<file path="config.mk">
export PLATFORM = sky130hd
export DESIGN_NAME = hbridge_drive_fault_control
export DESIGN_NICKNAME = d
export VERILOG_FILES = /design/src/logic/hbridge_pkg.sv /design/src/logic/chop_timer.sv /design/src/logic/hbridge_drive_fault_control.sv
export VERILOG_INCLUDE_DIRS = /design/src /design/src/logic
export SDC_FILE = /design/constraint.sdc
export NUM_CORES = 1
export LEC_CHECK = 0
export ABC_AREA = 1
export ABC_CLOCK_PERIOD_IN_PS = 2400
export BUFFER_PORTS_ARGS = -buffer_cell sky130_fd_sc_hd__buf_2
export CORE_UTILIZATION = 60
export CTS_BUF_LIST = sky130_fd_sc_hd__clkbuf_8
export DETAILED_ROUTE_END_ITERATION = 16
export PLACE_DENSITY = 0.79
export SLEW_MARGIN = 0
export SYNTH_ARGS = -nofsm -noshare
export SYNTH_HDL_FRONTEND = slang
export SYNTH_SLANG_ARGS = --single-unit
</file>
<file path="constraint.sdc">
create_clock -name ref_clk_i -period 2.4 [get_ports ref_clk_i]
set_input_delay 0.36 -clock ref_clk_i [delete_from_list [all_inputs] [get_ports ref_clk_i]]
set_output_delay 0.36 -clock ref_clk_i [all_outputs]
set_load 0.005 [all_outputs]
</file>
<file path="src/logic/hbridge_params.svh">
// constants for the h-bridge drive and fault control logic
// assumes a 100 MHz ref_clk_i; included by name
`ifndef HBRIDGE_PARAMS_SVH
`define HBRIDGE_PARAMS_SVH
// ---------------------------------------------------------------
// timing
// ---------------------------------------------------------------
`define CLK_PERIOD_NS 10
`define DEAD_TIME_NS 500
`define DEAD_CYCLES ((`DEAD_TIME_NS + `CLK_PERIOD_NS - 1) / `CLK_PERIOD_NS)
`define SHORT_BLANK_NS 1000
`define SHORT_BLANK_CYCLES (`SHORT_BLANK_NS / `CLK_PERIOD_NS)
`define CHOP_OFF_NS 20000
`define CHOP_OFF_CYCLES (`CHOP_OFF_NS / `CLK_PERIOD_NS)
// ---------------------------------------------------------------
// reset values and counter width
// ---------------------------------------------------------------
`define SWITCH_RESET 4'h0
`define CNT_W 12
`endif

</file>
<file path="src/logic/hbridge_pkg.sv">
// types shared by the h-bridge drive and fault control logic
// assumes nothing of its surroundings
package hbridge_pkg;
  typedef enum logic [1:0] {
    drive_off,
    drive_forward,
    drive_reverse,
    drive_brake_high
  } drive_mode_type;

  typedef enum logic [1:0] {
    st_idle,
    st_dead,
    st_run,
    st_fault
  } bridge_state_type;

  typedef logic [3:0] switch_set_type; // {high_a, high_b, low_a, low_b}
endpackage

</file>
<file path="src/logic/chop_timer.sv">
// fixed off-time chopper for the low-side switches
// assumes limit_hit_i is a synchronous comparator result
`timescale 1ns/100ps
`include "hbridge_params.svh"
module chop_timer #(
  parameter int unsigned OFF_CYCLES = `CHOP_OFF_CYCLES
) (
  // clock and reset
  input wire logic ref_clk_i,
  input wire logic rst_i,
  // current limit
  input wire logic limit_hit_i,
  output logic chop_o
);
  logic [`CNT_W-1:0] count;

  // start an off window on a limit hit, hold until it runs out
  always_ff @(posedge ref_clk_i or posedge rst_i) begin
    if (rst_i) begin
      count <= '0;
      chop_o <= 1'b0;
    end else if (count != '0) begin
      count <= count - 1'b1;
      chop_o <= (count != {{(`CNT_W-1){1'b0}}, 1'b1});
    end else if (limit_hit_i) begin
      count <= `CNT_W'(OFF_CYCLES);
      chop_o <= 1'b1;
    end else begin
      chop_o <= 1'b0;
    end
  end
endmodule

</file>
<file path="src/logic/hbridge_drive_fault_control.sv">
// direction decode, dead time, chopping and fault latch of an h-bridge
// assumes comparator and supply monitor inputs synchronous to ref_clk_i
`timescale 1ns/100ps
`include "hbridge_params.svh"
// Overview of operation
// - enable low with a/b not both low: all switches off, outputs floating.
// - direction change passes through a dead interval with all switches off.
// - input a low turns high b on; input a high turns low b on, unless b is high too: then all switches are off.
// - input b low turns high a on; input b high turns low a on, unless a is high too: then all switches are off.
// - both inputs low brake on supply-side switches whatever enable is.
// - enable pwm gates the decoded drive cycle by cycle.
// - short, overcurrent or overheat detection drives the error flag low and latches all switches off.
// - latch holds until logic supply is cycled.
// - output shorted to supply or ground is detected and latched off.
// - sense voltage above 0.48 V is an overcurrent, entering the latch.
// - logic supply undervoltage near 4 V inhibits drive.
// - motor supply undervoltage near 8.8 V inhibits drive.
// - logic supply falling with enable high reports an error.
// - current chopping switches only the two low-side switches.
// - chop when sense current reaches limit setpoint over 4.9 over sense ohms.
// - short, overcurrent and overheat detectors latch, cleared only by power-on reset.
// - substrate overheat near 144 C enters the fault latch.
module hbridge_drive_fault_control #(
  parameter int unsigned DEAD_CYCLES = `DEAD_CYCLES,
  parameter int unsigned BLANK_CYCLES = `SHORT_BLANK_CYCLES,
  parameter int unsigned CHOP_CYCLES = `CHOP_OFF_CYCLES
) (
  // clock and power-on reset
  input wire logic ref_clk_i,
  input wire logic rst_i,
  // host pins
  input wire logic drive_input_a_i,
  input wire logic drive_input_b_i,
  input wire logic enable_i,
  // analog comparator results
  input wire logic short_detect_i,
  input wire logic overcurrent_i,
  input wire logic overheat_i,
  input wire logic current_limit_i,
  input wire logic logic_uv_i,
  input wire logic motor_uv_i,
  // switch gate commands
  output hbridge_pkg::switch_set_type switches_o,
  // fault flag
  output logic error_out_n_o
);
  import hbridge_pkg::*;

  // ---------------------------------------------------------------
  // decode
  // ---------------------------------------------------------------
  drive_mode_type mode;
  drive_mode_type next_mode;
  drive_mode_type last_mode; // last mode driven, kept across idle gaps
  bridge_state_type state;
  logic [`CNT_W-1:0] dead_count;
  logic [`CNT_W-1:0] blank_count;
  logic fault_latch;
  logic chop;
  logic uv;
  switch_set_type next_switches;

  function automatic switch_set_type mode_switches(input drive_mode_type m);
    case (m)
      drive_forward: mode_switches = 4'h9; // high a, low b
      drive_reverse: mode_switches = 4'h6; // high b, low a
      drive_brake_high: mode_switches = 4'hc; // both high sides
      default: mode_switches = 4'h0;
    endcase
  endfunction

  // pick the mode from the pins; brake ignores enable
  always_comb begin
    if (!drive_input_a_i && !drive_input_b_i) begin
      next_mode = drive_brake_high;
    end else if (!enable_i) begin
      next_mode = drive_off;
    end else if (drive_input_a_i && !drive_input_b_i) begin
      next_mode = drive_forward;
    end else if (!drive_input_a_i && drive_input_b_i) begin
      next_mode = drive_reverse;
    end else begin
      next_mode = drive_off;
    end
  end

  assign uv = logic_uv_i || motor_uv_i;

  // ---------------------------------------------------------------
  // fault latch
  // ---------------------------------------------------------------
  // set by short, overcurrent, overheat or logic undervoltage with enable high, cleared by power-on reset only
  always_ff @(posedge ref_clk_i or posedge rst_i) begin
    if (rst_i) begin
      fault_latch <= 1'b0;
    end else if ((short_detect_i && blank_count == '0) || overcurrent_i || overheat_i ||
                 (logic_uv_i && enable_i)) begin
      fault_latch <= 1'b1;
    end
  end

  // short detection is blanked right after switching
  always_ff @(posedge ref_clk_i or posedge rst_i) begin
    if (rst_i) begin
      blank_count <= '0;
    end else if (next_switches != switches_o) begin
      blank_count <= `CNT_W'(BLANK_CYCLES);
    end else if (blank_count != '0) begin
      blank_count <= blank_count - 1'b1;
    end
  end

  // error flag mirrors the latch
  always_ff @(posedge ref_clk_i or posedge rst_i) begin
    if (rst_i) begin
      error_out_n_o <= 1'b1;
    end else begin
      error_out_n_o <= !fault_latch;
    end
  end

  // ---------------------------------------------------------------
  // sequencing
  // ---------------------------------------------------------------
  // a mode change goes through a dead interval with all off
  always_ff @(posedge ref_clk_i or posedge rst_i) begin
    if (rst_i) begin
      state <= st_idle;
      mode <= drive_off;
      dead_count <= '0;
      last_mode <= drive_off;
    end else begin
      case (state)
        st_idle: begin
          if (fault_latch) begin
            state <= st_fault;
          end else if (next_mode != drive_off && !uv) begin
            // a new direction after an enable-low gap still gets the full dead interval
            if (last_mode != drive_off && next_mode != last_mode) begin
              last_mode <= drive_off;
              dead_count <= `CNT_W'(DEAD_CYCLES);
              state <= st_dead;
            end else begin
              mode <= next_mode;
              last_mode <= next_mode;
              state <= st_run;
            end
          end
        end
        st_run: begin
          if (fault_latch) begin
            state <= st_fault;
          end else if (uv || next_mode == drive_off) begin
            mode <= drive_off;
            state <= st_idle; // pwm gating is immediate
          end else if (next_mode != mode) begin
            mode <= drive_off;
            last_mode <= drive_off;
            dead_count <= `CNT_W'(DEAD_CYCLES);
            state <= st_dead;
          end
        end
        st_dead: begin
          if (fault_latch) begin
            state <= st_fault;
          end else if (dead_count <= {{(`CNT_W-1){1'b0}}, 1'b1}) begin
            dead_count <= '0;
            state <= st_idle;
          end else begin
            dead_count <= dead_count - 1'b1;
          end
        end
        st_fault: begin
          mode <= drive_off;
        end
        default: state <= st_idle;
      endcase
    end
  end

  // ---------------------------------------------------------------
  // chopping and outputs
  // ---------------------------------------------------------------
  chop_timer #(
    .OFF_CYCLES(CHOP_CYCLES)
  ) u_chop (
    .ref_clk_i(ref_clk_i),
    .rst_i(rst_i),
    .limit_hit_i(current_limit_i),
    .chop_o(chop)
  );

  // mask everything on fault or undervoltage, chop lows only
  always_comb begin
    next_switches = mode_switches(mode);
    // a pin change away from the running mode drops the drive at the very next edge
    if (state != st_run || next_mode != mode || fault_latch || uv || short_detect_i ||
        overcurrent_i || overheat_i) begin
      next_switches = 4'h0;
    end else if (chop && (mode == drive_forward || mode == drive_reverse)) begin
      next_switches = {next_switches[3:2], 2'b00};
    end
  end

  always_ff @(posedge ref_clk_i or posedge rst_i) begin
    if (rst_i) begin
      switches_o <= `SWITCH_RESET;
    end else begin
      switches_o <= next_switches;
    end
  end

  // ---------------------------------------------------------------
  // checks
  // ---------------------------------------------------------------
  AST_LATCH_OFF: assert property (@(posedge ref_clk_i) disable iff (rst_i)
    fault_latch |=> switches_o == 4'h0 && !error_out_n_o)
    else $error("switches on or flag high while latched");
  AST_LATCH_HOLDS: assert property (@(posedge ref_clk_i) disable iff (rst_i)
    fault_latch |=> fault_latch)
    else $error("fault latch released without reset");
  AST_OVERCURRENT: assert property (@(posedge ref_clk_i) disable iff (rst_i)
    overcurrent_i |-> ##2 !error_out_n_o)
    else $error("overcurrent not flagged");
  AST_OVERHEAT: assert property (@(posedge ref_clk_i) disable iff (rst_i)
    overheat_i |=> switches_o == 4'h0 ##1 !error_out_n_o)
    else $error("overheat not latched");
  AST_UV_OFF: assert property (@(posedge ref_clk_i) disable iff (rst_i)
    (logic_uv_i || motor_uv_i) |=> switches_o == 4'h0)
    else $error("switches on during undervoltage");
  AST_STOP: assert property (@(posedge ref_clk_i) disable iff (rst_i)
    (!enable_i && (drive_input_a_i || drive_input_b_i)) |=> switches_o == 4'h0)
    else $error("bridge driven with enable low");
  AST_NO_SHOOT: assert property (@(posedge ref_clk_i) disable iff (rst_i)
    !(switches_o[3] && switches_o[1]) && !(switches_o[2] && switches_o[0]))
    else $error("shoot-through on a leg");
  AST_DEAD_GAP: assert property (@(posedge ref_clk_i) disable iff (rst_i)
    ($past(switches_o) == 4'h9 && switches_o != 4'h9) |-> switches_o != 4'h6)
    else $error("direction reversed without off interval");
  AST_CHOP_LOW: assert property (@(posedge ref_clk_i) disable iff (rst_i)
    chop |=> switches_o[1:0] == 2'b00)
    else $error("low side on during chop");
  AST_LOGIC_FALL: assert property (@(posedge ref_clk_i) disable iff (rst_i)
    (logic_uv_i && enable_i) |-> ##2 !error_out_n_o)
    else $error("supply loss with enable not flagged");
endmodule

</file>
==> impl_metrics.yaml <==
status:
  status: "complete, no violations"
flow_run:
  maxCapViolations: 0
detailed_routing:
  drt-wirelength-per-cell_um: 12.2
  drc: 0
  routed_via_density: 5.26
  drt-total-wl_mm: 6.12
  vias: 2633
  drt-initial-drc-count: 138
  ant_nets: 0
  dr.pass1.iters: 4
synth:
  yosys_warnings: 0
  yosys_register_bits: 49
  synth_top_area_frac: 0.373
  synth_largest_area_cell: "dfrtp_1"
  ys_types: 40
  syn_area_sq_um: 3220
  yosysSeqAreaShare: 0.381
  syn_nets: 436
  synthCells: 409
  synth.avg_cell_area_sq_um: 7.87
  synth_area_leaders: "dfrtp_1 37%, inv_1 7.5%, nand2_1 7.5%"
worst_setup_path:
  crit_type: "reg2reg"
  cp.depth: 9
  cp-start-kind: "register"
  crit_slowest_cell: "dfrtp_1"
  cp.arrival_ns: 2.20
  crit_buf_inv: 2
  path_max_fanout: 15
  cp_data_required_time_ns: 2.58
  reg2reg_depth: 9
  rrSetupSlack_ns: 0.39
  end_kind: "register"
  path_cells: "inv_1 > ha_1 > nand3_4 > nor2_8 > nor3_2 > nand2_1 > inv_2 > nand3_1 > o21ai_0"
  cpLargestDelayFamily: "simple AND/OR/NAND/NOR gates"
  max_stage_delay_ns: 0.44
global_routing:
  grt_usage: 0.242
  grt-ovfl-total: 0
  grt_pass1_wl_mm: 10.4
  grt_pass1_vias: 2516
  antenna_found_initial: 0
  grt_max_degree: 36
die:
  initial_utilization: 0.626
  coreArea_sq_um: 5140
  die_y_um: 75.3
  fp-row-count: 26
  ioPinCount: 16
  die-width_um: 75.3
  die_area_sq_um: 5660
sta:
  post-route-min-period_ns: 2.01
  fin_crit_sh: 0.838
  setup_ws_ns: 0.388
  max_freq_mhz: 497
  drv_slew: 0
  rsz0062_at_grt: "false"
  fin_skew_ns: 0.00589
  setup-tns-final_ns: 0
  setup_viol: 0
  slew_headroom: 0.569
  tightest_slew_ns: 0.641
  hold_viol_final: 0
pwr:
  vdd_ir_drop_max_uv: 338
  p_sw_frac: 0.228
  p_int_w: 0.00117
  p_per_area_nw_per_um2: 433
  p_leak_nw: 1.71
  total_power_w: 0.00151
  pwr-share-clk: 0.379
  combPwrFrac: 0.062
  power_frac_seq: 0.559
  power_switching_w: 0.000344
place:
  placed_cell_area_sq_um: 3390
  gp_congestion: 0.863
  dp_hpwl_mm: 4.66
  place_ws_ns: 0.406
  port_buffers: 15
clocking:
  clock-root-buffer: "clkbuf_8"
  htree_levels: 2
  cts_resized: 0
  cts_tree: "yes"
  clkSlewWorstSetupHoldPaths_ns: 0.09
  postCtsSetupBuffers: 0
  cts.sinks: 49
  clockBufferDepth: 2
  hold_buffers: 0
  cts_buffers: 5
  clk_latency_ns: 0.30
min_path:
  hold_path_class: "in2async"
final_layout:
  num-nets-final: 458
  drive_above_1_share: 0.153
  area_growth_pct: 8.39
  antenna_cells: 0
  final_common_cell: "nand2_1"
  design_area_sq_um: 3490
  layout.cells.most_common_list: "64 x nand2_1, 63 x inv_1, 54 x nor2_1"
[synthesized netlist by cell type]
cell type,instances
a2111oi_4,1
a21oi_1,10
a221o_1,1
a31oi_1,1
a41oi_1,1
and2_1,1
buf_4,1
clkbuf_1,1
clkinv_2,1
dfrtp_1,48
dfstp_2,1
ha_1,16
inv_1,64
inv_2,4
mux2i_1,1
nand2_1,64
nand2_2,9
nand2_4,5
nand3_1,33
nand3_2,1
nand3_4,1
nand4_1,10
nand4_4,1
nor2_1,54
nor2_2,2
nor2_4,2
nor2_8,1
nor3_1,5
nor3_2,11
nor3b_1,1
nor4_1,2
o2111ai_1,1
o21a_1,2
o21ai_0,25
o21ai_1,5
o22ai_1,1
or2_1,1
or2_2,1
xnor2_1,5
xor2_1,14
[registers in the layout, indices dropped and copies added, names as in the netlist]
signal	flops
mode	2
blank_count	12
error_out_n_o	1
dead_count	12
state	2
u_chop.chop_o	1
last_mode	2
switches_o	4
fault_latch	1
u_chop.count	12
[final timing paths]
check                            startpoint                to
max in group asynchronous             rst_i   blank_count[10]
min in group ref_clk_i       short_detect_i       fault_latch
min reg2reg                u_chop.count[11]  u_chop.count[11]
min                                   rst_i    dead_count[10]
max                                state[0]     dead_count[3]
max reg2reg                        state[0]     dead_count[3]
[layout make-up]
type,instances,area [sq um]
multi-input cells,289,1720
fillers,427,1650
flip-flops and latches,49,1230
inverters,69,260
repair buffers,17,90.1
well taps,70,87.6
clock buffers,5,68.8
clock inverters,2,35.0
[metal layers]
| layer | part of all wire | up-vias | track usage | routed length [um] |
|---|---|---|---|---|
| met1 | 0.47 | 1224 | 0.299 | 2870 |
| met3 | 0.028 | 10 | 0.0361 | 173 |
| li1 | - | 1356 | - | - |
| met5 | 0 | - | 0 | 0 |
| met2 | 0.49 | 43 | 0.428 | 2980 |
| met4 | 0.016 | 0 | 0.0885 | 97 |
[through the flow]
step | hold slack (ns) | instances | util
global placement | 0.328 | 494 | 0.659
detailed placement | 0.336 | 494 | 0.659
floorplan | 0.442 | 409 | -
finish | 0.00701 | 501 | 0.679
CTS | 0.00690 | 501 | 0.679
global route | 0.0186 | 501 | 0.679
[power groups by stage]
stage / clock [W] / sequential [W] / combinational [W]
floorplan: 0 / 0.000859 / 0.0000658
global placement: 0 / 0.000861 / 0.0000914
detailed placement: 0 / 0.000861 / 0.0000939
CTS: 0.000594 / 0.000845 / 0.0000948
global route: 0.000626 / 0.000847 / 0.000107
finish: 0.000572 / 0.000845 / 0.0000934
[worst register-to-register path, cell delays in order (launching register included)]
cell,delay [ns]
dfrtp_1,0.44
inv_1,0.11
ha_1,0.27
nand3_4,0.14
nor2_8,0.17
nor3_2,0.06
nand2_1,0.36
inv_2,0.16
nand3_1,0.11
o21ai_0,0.07
[kinds of logic after synthesis]
| logic type | count (synthesis) | share of synthesized area |
|---|---|---|
| and+or+nand+nor | 205 | 0.330 |
| buffers and inverters | 71 | 0.0843 |
| DFF | 49 | 0.381 |
| AOI/OAI and AO/OA | 48 | 0.0878 |
| xor gates and xnor gates | 19 | 0.0517 |
| adders and majority gates | 16 | 0.0622 |
| muxes | 1 | 0.00311 |
Note: power is estimated with default switching activity, not from simulation.
